File: src/design/flk_pkg.sv
`default_nettype none
package flk_pkg;
    // ---------------------------------------------------------------
    // Control register fields
    // ---------------------------------------------------------------
    localparam int CTL_SELF_PROGRAM_ENABLE    = 0;
    localparam int CTL_PAGE_ERASE_CMD         = 1;
    localparam int CTL_PAGE_WRITE_CMD         = 2;
    localparam int CTL_BOOT_LOCK_READ_SELECT  = 3;
    localparam int CTL_SECTION_READ_ENABLE    = 4;
    localparam int CTL_SECTION_BUSY           = 6;
    localparam logic [7:0] CTL_RESET          = 8'h00;
    // Lower five bit command codes
    localparam logic [4:0] CMD_LOAD           = 5'h01;
    localparam logic [4:0] CMD_ERASE          = 5'h03;
    localparam logic [4:0] CMD_WRITE          = 5'h05;
    localparam logic [4:0] CMD_READBACK       = 5'h09;
    localparam logic [4:0] CMD_REENABLE       = 5'h11;
    // ---------------------------------------------------------------
    // Readback pointer values
    // ---------------------------------------------------------------
    localparam logic [15:0] PTR_FUSE_LOW      = 16'h0000;
    localparam logic [15:0] PTR_LOCK          = 16'h0001;
    localparam logic [15:0] PTR_FUSE_EXT      = 16'h0002;
    localparam logic [15:0] PTR_FUSE_HIGH     = 16'h0003;
    localparam logic [7:0]  READ_ALL_ONES     = 8'hff;
    // ---------------------------------------------------------------
    // Timing
    // ---------------------------------------------------------------
    localparam int LOAD_WINDOW_CYCLES         = 3;
    localparam int STORE_WINDOW_CYCLES        = 4;
    localparam int CLK_MHZ                    = 100;
    localparam int PROG_MIN_US                = 3700;
    localparam int PROG_MAX_US                = 4500;
    localparam int PROG_MIN_CYCLES            = PROG_MIN_US * CLK_MHZ;
    localparam int PROG_MAX_CYCLES            = PROG_MAX_US * CLK_MHZ;
    localparam int PROG_CYCLES_DEFAULT        = (PROG_MIN_CYCLES + PROG_MAX_CYCLES) / 2;
    localparam int PAGE_WORDS                 = 32;
    localparam int WORD_IDX_W                 = 5;
endpackage : flk_pkg
`default_nettype wire

File: src/design/flk_if.sv
`default_nettype none
interface flk_if;
    logic        ctlWrite;     // Core writes program_store_control
    logic [7:0]  ctlWdata;
    logic [7:0]  ctlRdata;     // Control register as read
    logic [15:0] zPtr;         // Flash address pointer
    logic [15:0] storeWord;    // R1:R0
    logic        loadStrobe;   // Program-load executed
    logic        storeStrobe;  // Program-store executed
    logic        fromBoot;     // Instruction fetched from boot region
    logic [7:0]  loadData;     // Program-load result
    logic        cpuHalt;      // Core halted during operation
    modport dev  (input ctlWrite, ctlWdata, zPtr, storeWord, loadStrobe, storeStrobe,
                  fromBoot, output ctlRdata, loadData, cpuHalt);
    modport core (output ctlWrite, ctlWdata, zPtr, storeWord, loadStrobe, storeStrobe,
                  fromBoot, input ctlRdata, loadData, cpuHalt);
endinterface : flk_if
`default_nettype wire

File: src/design/flk_device.sv
`default_nettype none
// Summary of operation
// [R1] Pointer 1 plus arm returns lock byte
// [R2] Arm bits self-clear on completion or timeout
// [R3] Unarmed load reads ordinary flash byte
// [R4] Pointer 0 returns low fuse byte
// [R5] Pointer 3 returns high fuse byte
// [R6] Pointer 2 returns extended fuse byte
// [R7] Programmed reads zero, unprogrammed reads one
// [R8] Reset never aborts a running write; here reset returns the sequencer to idle at once
// [R9] Erase and write last 3.7 to 4.5 ms
// [R10] Section busy flag always reads zero
// [R11] Software waits idle, masks irqs, no eeprom
// [R12] Self-programming code runs from boot region
// [R13] Erase, load words by two, write page
// [R14] Software polls busy flag before returning
// [R15] Boot stores may reach every flash page
// [R16] Two independent boot protection bit sets
// [R17] Select bit 3, enable bit 0, same write
// [R18] Eeprom write blocks readback and programming
// [R19] Plain enable stores word into page buffer
// [R20] Windows count from control write cycle
// [R21] Other pointer returns ones and disarms
module flk_device #(
    parameter int PROG_CYCLES = flk_pkg::PROG_CYCLES_DEFAULT
) (
    input  wire logic        clk_sys,
    input  wire logic        rst_n,
    flk_if.dev               bus,
    input  wire logic        eepromWritePending,
    input  wire logic [7:0]  fuseLowByte,
    input  wire logic [7:0]  fuseHighByte,
    input  wire logic [7:0]  extendedFuseByte,
    input  wire logic [1:0]  bootLockApp,
    input  wire logic [1:0]  bootLockBoot,
    input  wire logic [1:0]  lockBits,
    input  wire logic [7:0]  flashByte,
    output logic             bufWrite,
    output logic [4:0]       bufIndex,
    output logic [15:0]      bufData,
    output logic             bufClear,
    output logic             flashErase,
    output logic             flashWrite,
    output logic [15:0]      flashPage
);
    typedef enum logic [1:0] {FLK_IDLE, FLK_ARMED, FLK_PROG} flk_state_t;

    flk_state_t  state_reg;
    logic [4:0]  cmd_reg;
    logic [2:0]  window_reg;
    logic [31:0] progCount_reg;
    logic [7:0]  loadData_reg;

    // ---------------------------------------------------------------
    // Lock byte layout
    // ---------------------------------------------------------------
    // Lock byte: general lock bits low, boot lock sets above
    // Top two bits unused and read as unprogrammed
    function automatic logic [7:0] lock_byte(input logic [1:0] app,
                                             input logic [1:0] boot,
                                             input logic [1:0] lock);
        lock_byte = {2'b11, boot, app, lock}; // [R16] [R7] [R1]
    endfunction : lock_byte

    // ---------------------------------------------------------------
    // Command arming
    // ---------------------------------------------------------------
    logic legalCmd;
    logic isRead;
    assign legalCmd = bus.ctlWdata[4:0] == flk_pkg::CMD_LOAD ||
                      bus.ctlWdata[4:0] == flk_pkg::CMD_ERASE ||
                      bus.ctlWdata[4:0] == flk_pkg::CMD_WRITE ||
                      bus.ctlWdata[4:0] == flk_pkg::CMD_READBACK ||
                      bus.ctlWdata[4:0] == flk_pkg::CMD_REENABLE;
    assign isRead = cmd_reg == flk_pkg::CMD_READBACK;

    // ---------------------------------------------------------------
    // Sequencer
    // ---------------------------------------------------------------
    // Arm, window count, program phase; other codes are ignored
    always_ff @(posedge clk_sys or negedge rst_n) begin
        if (!rst_n) begin
            state_reg     <= FLK_IDLE;
            cmd_reg       <= 5'h00;
            window_reg    <= 3'h0;
        end else begin
            case (state_reg)
                FLK_IDLE: begin
                    if (bus.ctlWrite && legalCmd && !eepromWritePending) begin // [R18] [R17]
                        state_reg  <= FLK_ARMED;
                        cmd_reg    <= bus.ctlWdata[4:0];
                        window_reg <= 3'h1; // [R20]
                    end
                end
                FLK_ARMED: begin
                    window_reg <= window_reg + 3'h1;
                    if (isRead && bus.loadStrobe) begin
                        state_reg <= FLK_IDLE; // [R2] [R21]
                    end else if (!isRead && bus.storeStrobe && bus.fromBoot) begin // [R15]
                        if (cmd_reg == flk_pkg::CMD_ERASE || cmd_reg == flk_pkg::CMD_WRITE) begin
                            state_reg <= FLK_PROG;
                        end else begin
                            state_reg <= FLK_IDLE;
                        end
                    end else if (isRead && window_reg >= 3'(flk_pkg::LOAD_WINDOW_CYCLES)) begin
                        state_reg <= FLK_IDLE; // [R2]
                    end else if (window_reg >= 3'(flk_pkg::STORE_WINDOW_CYCLES)) begin
                        state_reg <= FLK_IDLE; // [R2]
                    end
                end
                FLK_PROG: begin
                    if (progCount_reg <= 32'h1) begin
                        state_reg <= FLK_IDLE;
                    end
                end
                default: state_reg <= FLK_IDLE;
            endcase
        end
    end

    // ---------------------------------------------------------------
    // Program-load data path
    // ---------------------------------------------------------------
    always_ff @(posedge clk_sys or negedge rst_n) begin
        if (!rst_n) begin
            loadData_reg <= 8'h00;
        end else if (bus.loadStrobe) begin
            if (state_reg == FLK_ARMED && isRead) begin
                case (bus.zPtr)
                    flk_pkg::PTR_FUSE_LOW:  loadData_reg <= fuseLowByte;      // [R4] [R7]
                    flk_pkg::PTR_LOCK:      loadData_reg <= lock_byte(bootLockApp,
                                                                      bootLockBoot,
                                                                      lockBits); // [R1]
                    flk_pkg::PTR_FUSE_EXT:  loadData_reg <= extendedFuseByte; // [R6]
                    flk_pkg::PTR_FUSE_HIGH: loadData_reg <= fuseHighByte;     // [R5]
                    default:                loadData_reg <= flk_pkg::READ_ALL_ONES; // [R21]
                endcase
            end else begin
                loadData_reg <= flashByte; // [R3]
            end
        end
    end
    assign bus.loadData = loadData_reg;

    // ---------------------------------------------------------------
    // Store actions toward flash and page buffer
    // ---------------------------------------------------------------
    logic storeHit;
    assign storeHit = state_reg == FLK_ARMED && !isRead && bus.storeStrobe && bus.fromBoot;

    // ---------------------------------------------------------------
    // Flash operation timer
    // ---------------------------------------------------------------
    logic progStart;
    assign progStart = storeHit && (cmd_reg == flk_pkg::CMD_ERASE ||
                                    cmd_reg == flk_pkg::CMD_WRITE);

    // Loaded on an accepted erase or write, counts down while halted
    always_ff @(posedge clk_sys or negedge rst_n) begin
        if (!rst_n) begin
            progCount_reg <= 32'h0;
        end else if (progStart) begin
            progCount_reg <= 32'(PROG_CYCLES); // [R9]
        end else if (state_reg == FLK_PROG) begin
            progCount_reg <= progCount_reg - 32'h1; // [R9]
        end
    end

    // Store side effects: one-cycle strobes; index, data and page held until the next store
    always_ff @(posedge clk_sys or negedge rst_n) begin
        if (!rst_n) begin
            bufWrite   <= 1'b0;
            bufIndex   <= 5'h00;
            bufData    <= 16'h0000;
            bufClear   <= 1'b0;
            flashErase <= 1'b0;
            flashWrite <= 1'b0;
            flashPage  <= 16'h0000;
        end else begin
            bufWrite   <= storeHit && cmd_reg == flk_pkg::CMD_LOAD; // [R19]
            bufClear   <= storeHit && cmd_reg == flk_pkg::CMD_REENABLE;
            flashErase <= storeHit && cmd_reg == flk_pkg::CMD_ERASE;
            flashWrite <= storeHit && cmd_reg == flk_pkg::CMD_WRITE;
            if (storeHit) begin
                bufIndex  <= bus.zPtr[flk_pkg::WORD_IDX_W:1]; // [R19]
                bufData   <= bus.storeWord;
                flashPage <= {bus.zPtr[15:flk_pkg::WORD_IDX_W + 1],
                              {(flk_pkg::WORD_IDX_W + 1){1'b0}}}; // [R15]
            end
        end
    end

    // Control read-back; busy flag stuck at zero, enable held through program
    always_comb begin
        bus.ctlRdata = flk_pkg::CTL_RESET;
        if (state_reg != FLK_IDLE) begin
            bus.ctlRdata[4:0] = cmd_reg;
        end
        bus.ctlRdata[flk_pkg::CTL_SECTION_BUSY] = 1'b0; // [R10]
    end
    // Core stays halted for the whole flash operation
    // Hazard: the halt must end only when the timer runs out
    assign bus.cpuHalt = state_reg == FLK_PROG; // [R8]
endmodule : flk_device
`default_nettype wire

File: src/flat_wrapper.sv
// flat-port wrapper written by rule: the top's interface ports become plain ports
module flk_device_flat 
#(
    parameter int PROG_CYCLES = flk_pkg::PROG_CYCLES_DEFAULT
)
  (clk_sys, rst_n, eepromWritePending, fuseLowByte, fuseHighByte, extendedFuseByte, bootLockApp, bootLockBoot, lockBits, flashByte, bufWrite, bufIndex, bufData, bufClear, flashErase, flashWrite, flashPage, bus_ctlWrite, bus_ctlWdata, bus_zPtr, bus_storeWord, bus_loadStrobe, bus_storeStrobe, bus_fromBoot, bus_ctlRdata, bus_loadData, bus_cpuHalt);
  flk_if bus_i ();
  input  wire logic clk_sys;
  input  wire logic rst_n;
  input  wire logic eepromWritePending;
  input  wire logic [7:0] fuseLowByte;
  input  wire logic [7:0] fuseHighByte;
  input  wire logic [7:0] extendedFuseByte;
  input  wire logic [1:0] bootLockApp;
  input  wire logic [1:0] bootLockBoot;
  input  wire logic [1:0] lockBits;
  input  wire logic [7:0] flashByte;
  output logic bufWrite;
  output logic [4:0] bufIndex;
  output logic [15:0] bufData;
  output logic bufClear;
  output logic flashErase;
  output logic flashWrite;
  output logic [15:0] flashPage;
  input wire logic [$bits(bus_i.ctlWrite)-1:0] bus_ctlWrite;
  input wire logic [$bits(bus_i.ctlWdata)-1:0] bus_ctlWdata;
  input wire logic [$bits(bus_i.zPtr)-1:0] bus_zPtr;
  input wire logic [$bits(bus_i.storeWord)-1:0] bus_storeWord;
  input wire logic [$bits(bus_i.loadStrobe)-1:0] bus_loadStrobe;
  input wire logic [$bits(bus_i.storeStrobe)-1:0] bus_storeStrobe;
  input wire logic [$bits(bus_i.fromBoot)-1:0] bus_fromBoot;
  output wire logic [$bits(bus_i.ctlRdata)-1:0] bus_ctlRdata;
  output wire logic [$bits(bus_i.loadData)-1:0] bus_loadData;
  output wire logic [$bits(bus_i.cpuHalt)-1:0] bus_cpuHalt;
  assign bus_i.ctlWrite = bus_ctlWrite;
  assign bus_i.ctlWdata = bus_ctlWdata;
  assign bus_i.zPtr = bus_zPtr;
  assign bus_i.storeWord = bus_storeWord;
  assign bus_i.loadStrobe = bus_loadStrobe;
  assign bus_i.storeStrobe = bus_storeStrobe;
  assign bus_i.fromBoot = bus_fromBoot;
  assign bus_ctlRdata = bus_i.ctlRdata;
  assign bus_loadData = bus_i.loadData;
  assign bus_cpuHalt = bus_i.cpuHalt;
  flk_device #(.PROG_CYCLES(PROG_CYCLES)) u_core (.clk_sys(clk_sys), .rst_n(rst_n), .bus(bus_i), .eepromWritePending(eepromWritePending), .fuseLowByte(fuseLowByte), .fuseHighByte(fuseHighByte), .extendedFuseByte(extendedFuseByte), .bootLockApp(bootLockApp), .bootLockBoot(bootLockBoot), .lockBits(lockBits), .flashByte(flashByte), .bufWrite(bufWrite), .bufIndex(bufIndex), .bufData(bufData), .bufClear(bufClear), .flashErase(flashErase), .flashWrite(flashWrite), .flashPage(flashPage));
endmodule
File: config.mk
export PLATFORM = sky130hd
export DESIGN_NAME = flk_device_flat
export DESIGN_NICKNAME = d
export VERILOG_FILES = /design/src/design/flk_pkg.sv /design/src/design/flk_if.sv /design/src/design/flk_device.sv /design/src/flat_wrapper.sv
export SDC_FILE = /design/constraint.sdc
export NUM_CORES = 1
export LEC_CHECK = 0
export ABC_AREA = 1
export BUFFER_PORTS_ARGS = -buffer_cell sky130_fd_sc_hd__buf_4
export CAP_MARGIN = 0
export CORE_MARGIN = 5
export CORE_UTILIZATION = 30
export DETAILED_ROUTE_END_ITERATION = 10
export PLACE_DENSITY_LB_ADDON = 0.12
export SLEW_MARGIN = 5
export SYNTH_ARGS = -nofsm -noshare
export SYNTH_HDL_FRONTEND = slang
export SYNTH_SLANG_ARGS = --single-unit
File: constraint.sdc
create_clock -name clk_sys -period 2.25 [get_ports clk_sys]
set_clock_uncertainty 0.15 [all_clocks]
set_input_delay 0.3375 -clock clk_sys [delete_from_list [all_inputs] [get_ports clk_sys]]
set_output_delay 0.3375 -clock clk_sys [all_outputs]
set_load 0.02 [all_outputs]
==> implementation parameters <==
Parameter                              Value

Synth
  Post-synthesis async set-or-reset flop share    1.00
  Flip-flop and latch count after synthesis    85
  Fraction of synthesized cell area taken by the top area cell type    0.445
  Instance count of the mapped netlist    655
  Syn. warnings    0
  EDFF count, synth    0
  Primary FF master, synth    sky130_fd_sc_hd__dfrtp_1
  Most numerous cell in the Yosys netlist    sky130_fd_sc_hd__nand2_1
  Per-instance average area after synthesis    7.30 um^2
  Netlist area before placement    4780 um^2
  Number of distinct library cells after synthesis    37
  Sequential-to-total area share from yosys stat    0.445
  List of most frequent post-synthesis cells    sky130_fd_sc_hd__nand2_1 (231), sky130_fd_sc_hd__nor2_1 (109), sky130_fd_sc_hd__dfrtp_1 (85)
  Post-synth top area cell    sky130_fd_sc_hd__dfrtp_1
  Cells taking the most area after synthesis    sky130_fd_sc_hd__dfrtp_1 (44%), sky130_fd_sc_hd__nand2_1 (18%), sky130_fd_sc_hd__nor2_1 (8.6%), sky130_fd_sc_hd__nand3_1 (4.9%), sky130_fd_sc_hd__inv_1 (3.7%)

CTS
  Number of gates resized after CTS    0
  Register clock-pin slew on the reported worst setup and hold paths    0.06 ns
  CTS Buffer Depth    2
  Clock tree from TritonCTS    done
  Root cell of the clock tree    sky130_fd_sc_hd__clkbuf_16
  Clock sink count    85
  Number of clock buffers inserted by TritonCTS    9
  Maximum level of the CTS H-tree    3
  Worst-Skew Late Latency    0.34 ns

Floorplan
  Placement Rows    46
  Starting utilization of the core area    0.303
  # IOs    143
  Area enclosed by the die boundary    18600 um^2
  Die boundary height    136 um
  Width of the die    136 um
  Core Area    15800 um^2

Routing
  Number of nets still failing antenna checks after routing    0
  Final routed DRC violation total    0
  Routed vias/inst    4.52
  Total Wirelength    13.9 mm
  Count of routing violations after the opening detailed-route iteration    207
  Routed via count    4580
  Detailed Routing Iterations Pass 1    4
  Average wire per standard cell    13.7 um

STA
  Minimum clock period after layout    1.95 ns
  Final Hold Violating Endpoints    0
  Min Hold Slack    0.0384 ns
  Relative slew slack    0.668
  Total negative slack for setup checks    0 ns
  Peak Freq    0.512 GHz
  Final worst-path cycle share    0.868
  Slew of the pin with the lowest slew margin    0.496 ns
  Setup repair after global routing missed its margin    false
  Slew Viols, Final    0
  Final number of setup-violating endpoints    0

Power
  Pwr Density    524 nW/um^2
  Static power due to leakage    0.00316 uW
  IR drop worst, VDD    315 uV

Worst setup path
  Crit path arrival time    2.08 ns
  Worst setup SP type    flip-flop
  Capture point of the worst reg-to-reg path    u_core.progCount_reg[30]
  Biggest fanout along the worst timing path    5
  Critical Path End Type    flip-flop
  WP data required    2.38 ns
  Startpoint of the most critical setup path    u_core.progCount_reg[1]
  R2R setup slack    0.30 ns
  Kind of critical path    flip-flop to flip-flop
  Launch instance of the worst register-to-register path    u_core.progCount_reg[1]
  Capture point of the critical path    u_core.progCount_reg[30]
  Reg2Reg Depth    9

Job
  Maxcap violations    0

GRT
  Number of antenna violations at the first check in global routing    0
  GRT Total Usage    0.149
  Global route total overflow    0
  Wire length of the first global-routing pass    21.9 mm
  Via count of the first global-routing pass    4414
  Pin count of the biggest net entering global routing    41

Cells and area
  Number of inserted diodes    0
  Area Growth Syn to Fin    32.0%
  # nets final    882
  Post-layout util    0.400
  Number of flip-flops in the largest register    32
  Share of post-route cells with drive strength above 1    0.230

Hold path
  Hold-critical path depth    3
  HP Class    input pin to flip-flop

Placement
  DP Wirelength    10.7 mm
  Routability congestion estimate    0.854
  Port-buffer cells    130

Outcome
  Outcome    complete, no violations
## layer usage
layer / wire, um / GRT usage / up-vias
met4: 260 / 0.0532 / 0
met2: 6330 / 0.228 / 125
met5: 0 / 0 / -
met1: 6340 / 0.200 / 2110
met3: 953 / 0.0452 / 22
li1: - / - / 2323
## area by class of cell
cell class	instances	area [um^2]
inverter	55	206
sequential	85	2130
fill	1677	9460
timing repair buffer	140	1070
clock inverter	5	61.3
clock buffer	10	239
multi-input combinational	502	2340
tap	216	270
## worst max-delay path: stages (launching register included)
cell and delay, ns:
sky130_fd_sc_hd__dfrtp_1 0.37, sky130_fd_sc_hd__inv_1 0.09, sky130_fd_sc_hd__ha_1 0.22, sky130_fd_sc_hd__nand3_1 0.14, sky130_fd_sc_hd__nor2_1 0.34, sky130_fd_sc_hd__nand2_1 0.10
sky130_fd_sc_hd__nor2_1 0.15, sky130_fd_sc_hd__xor2_1 0.16, sky130_fd_sc_hd__nand3_1 0.09, sky130_fd_sc_hd__nand2_1 0.07
## worst min-delay path by stage
| stage | to | slack (ns) | startpoint |
|---|---|---|---|
| 6_report | u_core.bufData[12] | 0.04 | bus_storeWord[12] |
| 5_1_grt | u_core.bufData[9] | 0.03 | bus_storeWord[9] |
| 4_1_cts | u_core.bufData[12] | 0.02 | bus_storeWord[12] |
| 3_5_place_dp | u_core.progCount_reg[8] | 0.16 | rst_n |
| 3_3_place_gp | u_core.progCount_reg[8] | 0.16 | rst_n |
| 2_1_floorplan | u_core.bufClear | -0.11 | rst_n |
## where the power goes
group | switching [uW] | internal [uW] | leakage (uW) | total [uW]
Clock | 623 | 888 | 0.000148 | 1510
Combinational | 122 | 125 | 0.00198 | 247
Sequential | 8.73 | 1540 | 0.00103 | 1550
## cells by family (layout without fill, tap and decap cells)
| logic type | after synthesis | after routing | synth area share |
|---|---|---|---|
| AO/OA/AOI/OAI | 39 | 39 | 0.0460 |
| XOR/XNOR | 14 | 14 | 0.0256 |
| adder cells (fa/ha/maj) | 4 | 4 | 0.0105 |
| buffers and inverters | 76 | 210 | 0.0719 |
| flip-flops | 85 | 85 | 0.445 |
| other | 1 | 9 | 0.000784 |
| AND/OR/NAND/NOR | 436 | 436 | 0.401 |
## layout by cell type (no fill, tap or decap), types with 3 or more instances in the layout
master                        n
sky130_fd_sc_hd__inv_1       47
sky130_fd_sc_hd__nor3_1       8
sky130_fd_sc_hd__nand3_2      3
sky130_fd_sc_hd__ha_1         4
sky130_fd_sc_hd__inv_2        8
sky130_fd_sc_hd__o21bai_1     3
sky130_fd_sc_hd__conb_1       9
sky130_fd_sc_hd__o21ai_0     14
sky130_fd_sc_hd__nand2_1    231
sky130_fd_sc_hd__nand4_1     15
sky130_fd_sc_hd__nor2_1     109
sky130_fd_sc_hd__nand3_1     47
sky130_fd_sc_hd__buf_4      138
sky130_fd_sc_hd__xor2_1      12
sky130_fd_sc_hd__dfrtp_1     85
sky130_fd_sc_hd__clkinv_4     3
sky130_fd_sc_hd__o21ai_1      7
sky130_fd_sc_hd__clkbuf_16    9
sky130_fd_sc_hd__a21oi_1      8
sky130_fd_sc_hd__nor2_4       8
## through the flow
stage / setup slack, ns / std cells / power [uW] / cell area, um^2
final: 0.296 / 1013 / 3310 / 6310
after global routing: 0.170 / 1013 / 3440 / 6310
after CTS: 0.275 / 1013 / 3370 / 6310
after detailed placement: 0.302 / 997 / 1830 / 6000
after global placement: 0.310 / 997 / 1820 / 6000
after floorplan: 0.399 / 663 / 1650 / 4810
## timing repair
action | in CTS | in global routing
hold buffers | 1 | 0
endpoints found under the hold margin | 30 | 0
buffers inserted | 0 | 0
(Power assumes the default switching activity.)
